==> config.mk <==
export PLATFORM = sky130hd
export DESIGN_NAME = sdmpr_ctrl
export DESIGN_NICKNAME = d
export VERILOG_FILES = /design/src/inc/sdmpr_pkg.sv /design/src/hw/sdmpr_ctrl.sv
export SDC_FILE = /design/constraint.sdc
export NUM_CORES = 1
export LEC_CHECK = 0
export BUFFER_PORTS_ARGS = -buffer_cell sky130_fd_sc_hd__buf_2
export CAP_MARGIN = 15
export CORE_ASPECT_RATIO = 0.7
export CORE_MARGIN = 5
export CORE_UTILIZATION = 50
export CTS_BUF_LIST = sky130_fd_sc_hd__clkbuf_16
export CTS_CLUSTER_SIZE = 12
export DETAILED_ROUTE_END_ITERATION = 16
export PLACE_DENSITY = 0.7
export SETUP_SLACK_MARGIN = 0.05
export SYNTH_ARGS = -nofsm -noshare
export SYNTH_HDL_FRONTEND = slang
export SYNTH_SLANG_ARGS = --single-unit
==> constraint.sdc <==
create_clock -name sys_clk -period 3 [get_ports sys_clk]
set_input_delay 0.3 -clock sys_clk [delete_from_list [all_inputs] [get_ports sys_clk]]
set_output_delay 0.3 -clock sys_clk [all_outputs]
set_load 0.02 [all_outputs]
==> src/inc/sdmpr_pkg.sv <==
package sdmpr_pkg;
  // Avalon register word offsets (byte address = 4 x index)
  localparam logic [3:0] REG_CTRL   = 4'h0;
  localparam logic [3:0] REG_STATUS = 4'h1;
  localparam logic [3:0] REG_DATA   = 4'h2;
  localparam logic [3:0] REG_TIMING = 4'h3;
  // Control register fields
  localparam int CTRL_GO      = 0;
  localparam int CTRL_PAGE_LO = 1;
  localparam int CTRL_LOC_LO  = 3;
  localparam int CTRL_FMT_LO  = 5;
  localparam int CTRL_ORDER   = 7;
  localparam int CTRL_CHOP    = 8;
  localparam int CTRL_TEMP    = 9;
  localparam int CTRL_OTF     = 10;
  localparam int CTRL_PARLOG  = 11;
  // Mode register three fields and read command address bits
  localparam int MR3_PAGE_LO  = 0;
  localparam int MR3_ENABLE   = 2;
  localparam int MR3_TEMP     = 5;
  localparam int MR3_FMT_LO   = 11;
  localparam int ADDR_ORDER   = 2;
  localparam int ADDR_CHOP    = 12;
  localparam logic [1:0] MR3_SEL = 2'h3;
  localparam logic [1:0] FMT_SERIAL   = 2'h0;
  localparam logic [1:0] FMT_PARALLEL = 2'h1;
  localparam logic [1:0] PAGE_TRAIN   = 2'h0;
  localparam logic [1:0] PAGE_PARITY  = 2'h1;
  // Command codes on the simplified command port
  localparam logic [2:0] CMD_NOP = 3'h0;
  localparam logic [2:0] CMD_PRE = 3'h1;
  localparam logic [2:0] CMD_MRW = 3'h2;
  localparam logic [2:0] CMD_RD  = 3'h3;
  // Default timing counts in sys_clk cycles
  localparam logic [7:0] DEF_PRE     = 8'h04;
  localparam logic [7:0] DEF_MRD_MOD = 8'h18;
  localparam logic [7:0] DEF_CCD_S   = 8'h04;
  localparam logic [7:0] DEF_CCD_L   = 8'h06;
  localparam logic [7:0] DEF_RECOV   = 8'h02;
  localparam logic [7:0] DEF_RL      = 8'h10;
  localparam logic [3:0] BEATS_FULL  = 4'h8;
  localparam logic [3:0] BEATS_CHOP  = 4'h4;
  localparam int TIMING_W = 8;
  typedef enum logic [3:0] {
    ST_IDLE, ST_PRE, ST_PRE_WAIT, ST_ENTER, ST_ENTER_WAIT, ST_READ,
    ST_CAPTURE, ST_RECOVER, ST_EXIT, ST_EXIT_WAIT
  } sdmpr_state_t;
endpackage

==> src/hw/sdmpr_ctrl.sv <==
// Implementation choices: the Avalon-MM register port and the address map.
`timescale 1ns/1ps
module sdmpr_ctrl #(
  parameter int DQ_W = 8
) (
  // System
  input  wire logic               sys_clk,
  input  wire logic               rst,
  // Avalon-MM slave
  input  wire logic [3:0]         avs_address,
  input  wire logic               avs_read,
  input  wire logic               avs_write,
  input  wire logic [31:0]        avs_writedata,
  output logic      [31:0]        avs_readdata,
  output logic                    avs_waitrequest,
  // SDRAM command and address
  output logic      [2:0]         cmd,
  output logic      [17:0]        addr,
  output logic      [1:0]         bank_addr,
  output logic      [1:0]         bank_group,
  // SDRAM data and strobe inputs
  input  wire logic [DQ_W-1:0]    dq_in,
  input  wire logic               dqs_in
);
  sdmpr_pkg::sdmpr_state_t state;
  logic [11:0]          ctrl;
  logic [31:0]          timing;
  logic [7:0]           rl_cnt;
  logic [7:0]           wait_cnt;
  logic [7:0]           data_word;
  logic [3:0]           beat;
  logic                 busy;
  logic                 done;
  logic                 bad_req;
  logic                 ack;
  logic [DQ_W-1:0]      dq_s1;
  logic [DQ_W-1:0]      dq_s2;
  logic                 dqs_s1;
  logic                 dqs_s2;
  logic                 dqs_prev;
  logic [1:0]           page;
  logic [1:0]           loc;
  logic [1:0]           fmt;
  logic [3:0]           beats;
  logic [7:0]           frame_mask;

  // Address bit 17 is never logged, so its frame bit is forced to zero
  assign frame_mask = (page == sdmpr_pkg::PAGE_PARITY && loc == 2'h2) ? 8'hFD
                                                                      : 8'hFF;
  assign page  = ctrl[sdmpr_pkg::CTRL_PAGE_LO +: 2];
  assign loc   = ctrl[sdmpr_pkg::CTRL_LOC_LO +: 2];
  assign fmt   = ctrl[sdmpr_pkg::CTRL_FMT_LO +: 2];
  assign beats = ctrl[sdmpr_pkg::CTRL_CHOP] ? sdmpr_pkg::BEATS_CHOP
                                            : sdmpr_pkg::BEATS_FULL;

  // Parallel format on a nonzero location is refused before any command
  function automatic logic illegal(input logic [1:0] f, input logic [1:0] l,
                                   input logic [1:0] p, input logic pl);
    illegal = (f == sdmpr_pkg::FMT_PARALLEL && l != 2'h0)
           || (f == 2'h3)
           || (p == sdmpr_pkg::PAGE_PARITY && !pl);
  endfunction

  // Bus slave: one wait cycle for every access keeps timing simple
  always_ff @(posedge sys_clk) begin
    if (rst) begin
      ack <= 1'b0;
    end else begin
      ack <= (avs_read || avs_write) && !ack;
    end
  end
  assign avs_waitrequest = (avs_read || avs_write) && !ack;

  always_ff @(posedge sys_clk) begin
    if (rst) begin
      ctrl   <= '0;
      timing <= {sdmpr_pkg::DEF_RL, sdmpr_pkg::DEF_CCD_L,
                 sdmpr_pkg::DEF_CCD_S, sdmpr_pkg::DEF_MRD_MOD};
    end else begin
      if (avs_write && ack && !busy) begin
        if (avs_address == sdmpr_pkg::REG_CTRL) begin
          ctrl <= avs_writedata[11:0];
        end else if (avs_address == sdmpr_pkg::REG_TIMING) begin
          timing <= avs_writedata;
        end
      end
      if (state == sdmpr_pkg::ST_PRE) begin
        ctrl[sdmpr_pkg::CTRL_GO] <= 1'b0;
      end
    end
  end

  always_ff @(posedge sys_clk) begin
    if (rst) begin
      avs_readdata <= '0;
    end else if (avs_read && !ack) begin
      if (avs_address == sdmpr_pkg::REG_CTRL) begin
        avs_readdata <= {20'h00000, ctrl};
      end else if (avs_address == sdmpr_pkg::REG_STATUS) begin
        avs_readdata <= {29'h00000000, bad_req, done, busy};
      end else if (avs_address == sdmpr_pkg::REG_DATA) begin
        avs_readdata <= {24'h000000, data_word & frame_mask};
      end else if (avs_address == sdmpr_pkg::REG_TIMING) begin
        avs_readdata <= timing;
      end else begin
        avs_readdata <= '0;
      end
    end
  end

  // Pin inputs pass two flops
  always_ff @(posedge sys_clk) begin
    if (rst) begin
      dq_s1  <= '0;
      dq_s2  <= '0;
      dqs_s1 <= 1'b0;
      dqs_s2 <= 1'b0;
      dqs_prev <= 1'b0;
    end else begin
      dq_s1  <= dq_in;
      dq_s2  <= dq_s1;
      dqs_s1 <= dqs_in;
      dqs_s2 <= dqs_s1;
      dqs_prev <= dqs_s2;
    end
  end

  assign busy = (state != sdmpr_pkg::ST_IDLE);

  // Sequencer
  always_ff @(posedge sys_clk) begin
    if (rst) begin
      state     <= sdmpr_pkg::ST_IDLE;
      cmd       <= sdmpr_pkg::CMD_NOP;
      addr      <= '0;
      bank_addr <= '0;
      bank_group <= '0;
      wait_cnt  <= '0;
      rl_cnt    <= '0;
      beat      <= '0;
      data_word <= '0;
      done      <= 1'b0;
      bad_req   <= 1'b0;
    end else begin
      cmd <= sdmpr_pkg::CMD_NOP;
      if (wait_cnt != 8'h00) begin
        wait_cnt <= wait_cnt - 8'h01;
      end
      case (state)
        sdmpr_pkg::ST_IDLE: begin
          if (ctrl[sdmpr_pkg::CTRL_GO]) begin
            if (illegal(fmt, loc, page, ctrl[sdmpr_pkg::CTRL_PARLOG])) begin
              bad_req <= 1'b1;
            end else begin
              bad_req <= 1'b0;
              done    <= 1'b0;
              state   <= sdmpr_pkg::ST_PRE;
            end
          end
        end
        sdmpr_pkg::ST_PRE: begin
          cmd      <= sdmpr_pkg::CMD_PRE;
          addr     <= 18'h00400;
          wait_cnt <= sdmpr_pkg::DEF_PRE;
          state    <= sdmpr_pkg::ST_PRE_WAIT;
        end
        sdmpr_pkg::ST_PRE_WAIT: begin
          if (wait_cnt == 8'h00) begin
            state <= sdmpr_pkg::ST_ENTER;
          end
        end
        sdmpr_pkg::ST_ENTER: begin
          cmd        <= sdmpr_pkg::CMD_MRW;
          bank_addr  <= sdmpr_pkg::MR3_SEL;
          bank_group <= '0;
          addr       <= '0;
          addr[sdmpr_pkg::MR3_ENABLE]     <= 1'b1;
          addr[sdmpr_pkg::MR3_PAGE_LO +: 2] <= page;
          addr[sdmpr_pkg::MR3_FMT_LO +: 2]  <= fmt;
          addr[sdmpr_pkg::MR3_TEMP] <= ctrl[sdmpr_pkg::CTRL_TEMP];
          wait_cnt <= timing[7:0];
          state    <= sdmpr_pkg::ST_ENTER_WAIT;
        end
        sdmpr_pkg::ST_ENTER_WAIT: begin
          if (wait_cnt == 8'h00) begin
            state <= sdmpr_pkg::ST_READ;
          end
        end
        sdmpr_pkg::ST_READ: begin
          cmd       <= sdmpr_pkg::CMD_RD;
          bank_addr <= loc;
          addr      <= '0;
          addr[sdmpr_pkg::ADDR_ORDER] <= ctrl[sdmpr_pkg::CTRL_ORDER];
          // Chop bit must read one when on-the-fly is programmed
          addr[sdmpr_pkg::ADDR_CHOP] <= ctrl[sdmpr_pkg::CTRL_OTF]
                                     || !ctrl[sdmpr_pkg::CTRL_CHOP];
          rl_cnt    <= timing[31:24];
          beat      <= '0;
          data_word <= '0;
          // Spacing before next command depends on page
          wait_cnt  <= (page == sdmpr_pkg::PAGE_TRAIN) ? timing[15:8]
                                                       : timing[23:16];
          state     <= sdmpr_pkg::ST_CAPTURE;
        end
        sdmpr_pkg::ST_CAPTURE: begin
          if (rl_cnt != 8'h00) begin
            rl_cnt <= rl_cnt - 8'h01;
          end else if (dqs_s2 != dqs_prev) begin
            // Each strobe edge marks one beat; lane zero carries the bit
            data_word <= {data_word[6:0], dq_s2[0]};
            beat      <= beat + 4'h1;
            if (beat + 4'h1 == beats) begin
              state <= sdmpr_pkg::ST_RECOVER;
            end
          end
        end
        sdmpr_pkg::ST_RECOVER: begin
          if (wait_cnt == 8'h00) begin
            wait_cnt <= sdmpr_pkg::DEF_RECOV;
            state    <= sdmpr_pkg::ST_EXIT;
          end
        end
        sdmpr_pkg::ST_EXIT: begin
          if (wait_cnt == 8'h00) begin
            cmd       <= sdmpr_pkg::CMD_MRW;
            bank_addr <= sdmpr_pkg::MR3_SEL;
            addr      <= '0;
            addr[sdmpr_pkg::MR3_TEMP] <= ctrl[sdmpr_pkg::CTRL_TEMP];
            wait_cnt  <= timing[7:0];
            state     <= sdmpr_pkg::ST_EXIT_WAIT;
          end
        end
        sdmpr_pkg::ST_EXIT_WAIT: begin
          if (wait_cnt == 8'h00) begin
            done  <= 1'b1;
            state <= sdmpr_pkg::ST_IDLE;
          end
        end
        default: state <= sdmpr_pkg::ST_IDLE;
      endcase
    end
  end
endmodule

### Yosys cells after proc, flatten, opt, wreduce, memory -nomap -nowiden

Index checks and enable logic that the tools add are counted.

* add/sub/neg operators: 3
* equality and inequality tests: 29
* mux-type cells: 41
* bitwise gates (word level): 2
* reductions and logical operators: 37

Operators with widths (count)
* 32-bit two-way mux: 4
* 18-bit one-hot mux with 4 select lines: 1
* 8-bit two-way mux: 7
* 4-bit two-way mux: 13
* 4-bit one-hot mux with 10 select lines: 1
* 8-bit one-hot mux with 5 select lines: 1
* 8-bit one-hot mux with 2 select lines: 2
* 2-bit inequality test, second input constant: 11
* 18-bit two-way mux: 1
* 4-bit by 2-bit equality test with 1-bit output, second input constant: 4
* 4-bit by 3-bit equality test with 1-bit output, second input constant: 4
* 8-bit nonzero test: 2
* 8-bit by 1-bit subtractor with 8-bit output, second input constant: 2
* 10-bit AND reduction: 1
* 2-bit AND reduction: 5
* 8-bit AND: 1
* 4-bit by 1-bit equality test with 1-bit output, second input constant: 2
* 4-bit equality test, second input constant: 2
* 4-bit zero test: 2
* 8-bit zero test: 1
* 2-bit one-hot mux with 4 select lines: 1
* 4-bit one-hot mux with 2 select lines: 1
* 4-bit nonzero test: 2
* 1-bit logical AND: 7
* other kinds (18): 34

* bits in registers: 139
* input bits: 49
* logic and storage cells: 132

### Longest topological paths before layout

* depth after elaboration: 7
* gate-level depth with buffers: 10
* gate-level depth less buffers: 10

### Worst setup path after synthesis

OpenSTA, ideal clock, no wires.

* path kind: register to register
* start: reg wait_cnt[0]
* end: reg wait_cnt[0]
* setup time: 140 ps
* data arrival time: 2030 ps
* data required time: 2860 ps
* path slack: 830 ps
* stages on the path, launching flop included: 11
* buffers on the path: 0
* path through: dfxtp_1 > inv_1 > ha_1 > or4b_4 > nor4_4 > inv_2 > ha_1 > o21ai_0 > a21oi_1 > o31ai_1 > a221oi_1

* longest elaborated chain between the ends: 4
* elaborated cells between the ends (all ways): 7

Ends and longest elaborated chain
* from (decl): line sdmpr_ctrl.sv:29 `logic [7:0] wait_cnt;`
* from (signal assigned): line sdmpr_ctrl.sv:147 `wait_cnt <= wait_cnt - 8'h01;`
* from (signal assigned): line sdmpr_ctrl.sv:164 `wait_cnt <= sdmpr_pkg::DEF_PRE;`
* from (signal assigned): line sdmpr_ctrl.sv:181 `wait_cnt <= timing[7:0];`
* 8-bit by 1-bit subtractor with 8-bit output or 8-bit nonzero test (tied branches): line sdmpr_ctrl.sv:147, sdmpr_ctrl.sv:146
* 8-bit two-way mux: line sdmpr_ctrl.sv:146 `if (wait_cnt != 8'h00) begin`
* 8-bit two-way mux, on equally long branches: line sdmpr_ctrl.sv:224, sdmpr_ctrl.sv:218
* 8-bit one-hot mux with 5 select lines (*): line sdmpr_ctrl.sv:149 `case (state)`

Every way passes the cells marked *; elsewhere a longest branch is shown, timed or not.
A chain may end at the register's enable or synchronous reset.

### Worst setup path in the final report

Same ends and word-level chain as after synthesis.

==> run summary <==
- 0.47 ns — worst stage delay on the critical path
- 0.904 — global placement routability congestion
- 819 — net total in the final layout
- flop — nature of the critical path startpoint
- 32 — total number of placement rows
- sky130_fd_sc_hd__or4b_4 — highest-delay cell along the critical path
- 138 microns — Die X
- 897 — Post-Place Cells
- 127 — number of clock sinks
- flop — category of the worst setup path capture point
- 11.4 mm — detailed placement HPWL
- 0 — PostCTS Resize Cnt
- 11,100 sq um — total core area
- 99.7 microns — Die Span Y
- 0.06 ns — CTS clk-pin slew, worst paths
- 0 — total global routing overflow
- 0.41 ns — later-pin clock latency in the skew report
- 0 — synthesis warning total
- 0.443 — portion of the post-synthesis area used by sequential elements
- 0.00266 uW — leakage power
- 17.4 microns — average wire length per cell after detail routing
- 5 — TritonRoute pass-1 iters
- 3.27 ns — critical path required time
- 17 — number of buffers inserted during clock tree synthesis
- 0.211 — fraction of final layout cells sized beyond drive strength 1
- no — RSZ-0062 raised after global routing
- 6260 sq um — Area after DPL
- 685 — instance count of the mapped netlist
- 63 — pin count of the biggest net entering global routing
- 8.38 sq um — mean cell area of the mapped netlist
- 69 — number of different library cells in the post-synthesis netlist
- 10 — CP Max Fanout
- 0.231 — global router's overall resource usage
- sky130_fd_sc_hd__ha_1 — Top cell by count, worst path
- 687 nW/um^2 — P per Cell Area
- 0 — initial antenna violation count
- 5,004 — number of global-route vias before repair
- inv_1, ha_1, or4b_4, nor4_4, buf_4, inv_2, ha_1, o21ai_0, a21oi_1, o31ai_1, a221oi_1 — chain of cells forming the critical path
- 19.4% — area delta synth->final
- 0.808 ns — slew of the pin with the lowest slew margin
- 0 — max-slew violation count
- 13,800 sq um — die footprint
- 0 — hold_buf cts
- 2.35 ns — shortest period the worst path allows
- 0.462 — Worst slew margin
- 0.784 — fraction of the cycle the final worst path needs
- 0 — post-CTS setup buffers
- 6860 sq um — final cell area excluding filler cells
- 0 ns — setup TNS
- 929 — post-route non-filler standard cell count
- 2 — buffer depth of the longest clock path
- sky130_fd_sc_hd__dfxtp_1 — most common library cell in the layout ignoring fill and taps
- 5740 sq um — Mapped Area
- 0 — final count of negative-setup-slack endpoints
- 0.0985 ns — Worst Hold Slack
- 4 — depth of the CTS H-tree
- 5.75 — Avg Vias per Cell
- finished, final reports clean — outcome
- 0.516 — initial core utilization
- 5,343 — total number of vias
- 127 — flops & latches, synth
- 25.9 mm — global-route wire length before repair
- 0 — fraction of registers with async set or reset after synthesis
- 509 — DRC marker count from the first detailed-route iteration
- 85 — total of buffers placed on input and output ports
- 0 — # diodes
- 0.425 GHz — maximum achievable frequency
- 0 — DRC violations left
- in2reg — Worst Hold Class
- 107 — I/O pin count
- 0 — number of maximum-capacitance violations
- sky130_fd_sc_hd__clkbuf_16 — root cell of the clock tree
- 0 — Post-synth EDFFs
- 0.00874 ns — worst setup skew after layout
- 0 — Final Hold Viols
- 0 — antenna-violating nets left
- sky130_fd_sc_hd__dfxtp_1 — top flip-flop cell by instance count after synthesis
- 2.62 ns — worst endpoint data arrival time
- reg2reg — type of the worst setup path
- sky130_fd_sc_hd__dfxtp_1, sky130_fd_sc_hd__nand2_1, sky130_fd_sc_hd__buf_2 — top library cells by usage in the layout, fill and taps aside
- done — clock tree from TritonCTS
- 0.000449 V — worst vdd rail ir drop
- 16.1 mm — Total Routed Length
==> per-stage QoR <==
step                      power (uW)  utilization  setup slack [ns]
after floorplan                 2450            -             0.830
after global placement          2640        0.563             0.736
after detailed placement        2650        0.563             0.710
after CTS                       4710        0.616             0.689
after global routing            4890        0.616             0.533
final                           4710        0.616             0.648
==> worst max-delay path: cells and delay by family, from the launching register on <==
kind,cells,cell delay [ns]
buf+inv,3,0.44
flops,1,0.32
fa+ha+maj,2,0.38
simple gates,2,0.60
compound gates,4,0.45
==> final timing paths <==
| path | startpoint | endpoint | slack, ns | cells after the start |
|---|---|---|---|---|
| setup / recovery | wait_cnt[0] | wait_cnt[0] | 0.65 | 11 |
| hold / removal | dqs_in | dqs_s1 | 0.1 | 2 |
| setup reg to reg | wait_cnt[0] | wait_cnt[0] | 0.65 | 11 |
| hold reg to reg | dqs_s1 | dqs_s2 | 0.44 | 1 |
==> area by class of cell <==
class,instances,area [sq um]
Clock buffer,17,425
Multi-Input combinational cell,496,2870
Tap cell,153,191
Sequential cell,127,2540
Inverter,13,48.8
Clock inverter,15,168
Timing Repair Buffer,108,613
Fill cell,987,4270
==> flip-flops by register name (all words and copies together) (netlist names) <==
register and cells:
data_word 8, wait_cnt 8, ack 1, avs_readdata 32, ctrl 12, dqs_s1 1, cmd 2, dq_s1 1
rl_cnt 8, beat 4, bank_addr 2, state 4, dqs_prev 1, timing 32, done 1, bad_req 1
dqs_s2 1, addr 7, dq_s2 1
==> synth_stat cells (2+ instances only) <==
library cell / n / share of area
sky130_fd_sc_hd__a21o_2: 2 / 0.0031
sky130_fd_sc_hd__nor4_4: 2 / 0.0074
sky130_fd_sc_hd__a21oi_1: 70 / 0.061
sky130_fd_sc_hd__a22o_1: 4 / 0.0061
sky130_fd_sc_hd__o21ai_0: 26 / 0.023
sky130_fd_sc_hd__o221a_2: 2 / 0.0039
sky130_fd_sc_hd__nor2_1: 61 / 0.040
sky130_fd_sc_hd__mux2_2: 4 / 0.0078
sky130_fd_sc_hd__buf_4: 17 / 0.022
sky130_fd_sc_hd__nand2b_1: 4 / 0.0044
sky130_fd_sc_hd__a32oi_1: 2 / 0.0031
sky130_fd_sc_hd__buf_6: 3 / 0.0059
sky130_fd_sc_hd__a211oi_1: 2 / 0.0026
sky130_fd_sc_hd__a211o_1: 2 / 0.0031
sky130_fd_sc_hd__inv_1: 11 / 0.0072
sky130_fd_sc_hd__and2_1: 5 / 0.0054
sky130_fd_sc_hd__xor2_1: 2 / 0.0031
sky130_fd_sc_hd__nand4b_1: 2 / 0.0031
sky130_fd_sc_hd__or2_2: 3 / 0.0033
sky130_fd_sc_hd__buf_2: 5 / 0.0044
sky130_fd_sc_hd__a31oi_1: 8 / 0.0087
sky130_fd_sc_hd__nand4bb_1: 2 / 0.0039
sky130_fd_sc_hd__nand3_1: 31 / 0.027
sky130_fd_sc_hd__nand2_1: 115 / 0.075
sky130_fd_sc_hd__o21a_1: 2 / 0.0026
sky130_fd_sc_hd__or4_1: 3 / 0.0039
sky130_fd_sc_hd__dfxtp_1: 127 / 0.44
sky130_fd_sc_hd__nor3b_1: 4 / 0.0052
sky130_fd_sc_hd__a22oi_1: 37 / 0.048
sky130_fd_sc_hd__xnor2_1: 2 / 0.0031
sky130_fd_sc_hd__or3b_2: 3 / 0.0046
sky130_fd_sc_hd__ha_1: 7 / 0.015
sky130_fd_sc_hd__nor3_1: 11 / 0.0096
sky130_fd_sc_hd__a221oi_1: 7 / 0.011
sky130_fd_sc_hd__nor2b_1: 8 / 0.0087
sky130_fd_sc_hd__clkbuf_1: 36 / 0.024
sky130_fd_sc_hd__mux4_2: 3 / 0.012
sky130_fd_sc_hd__o31ai_1: 3 / 0.0039
sky130_fd_sc_hd__nand3b_1: 4 / 0.0052
sky130_fd_sc_hd__nor4_1: 4 / 0.0044
sky130_fd_sc_hd__nor4b_1: 2 / 0.0031
sky130_fd_sc_hd__mux2i_1: 10 / 0.017
==> where the power goes <==
part | switching, uW | total [uW] | internal [uW]
logic | 503 | 821 | 319
registers | 58.9 | 1810 | 1750
clock network | 774 | 2080 | 1300
==> per-layer routing <==
layer	global-route usage	share of wire	wire (microns)	up-vias
met1	0.322	0.46	7360	2580
met4	0.0532	0.0074	119	0
li1	-	-	-	2556
met5	0	0	0	-
met2	0.368	0.46	7490	196
met3	0.0514	0.073	1170	11
==> kinds of logic after synthesis <==
family,synth area share
adder cells (fa/ha/maj),0.0153
flip-flops,0.443
XOR/XNOR,0.00610
buffers and inverters,0.0660
multiplexers,0.0371
AND/OR/NAND/NOR,0.231
AO/OA/AOI/OAI,0.201
other,0.000653
Note: power is estimated with default switching activity, not from simulation.
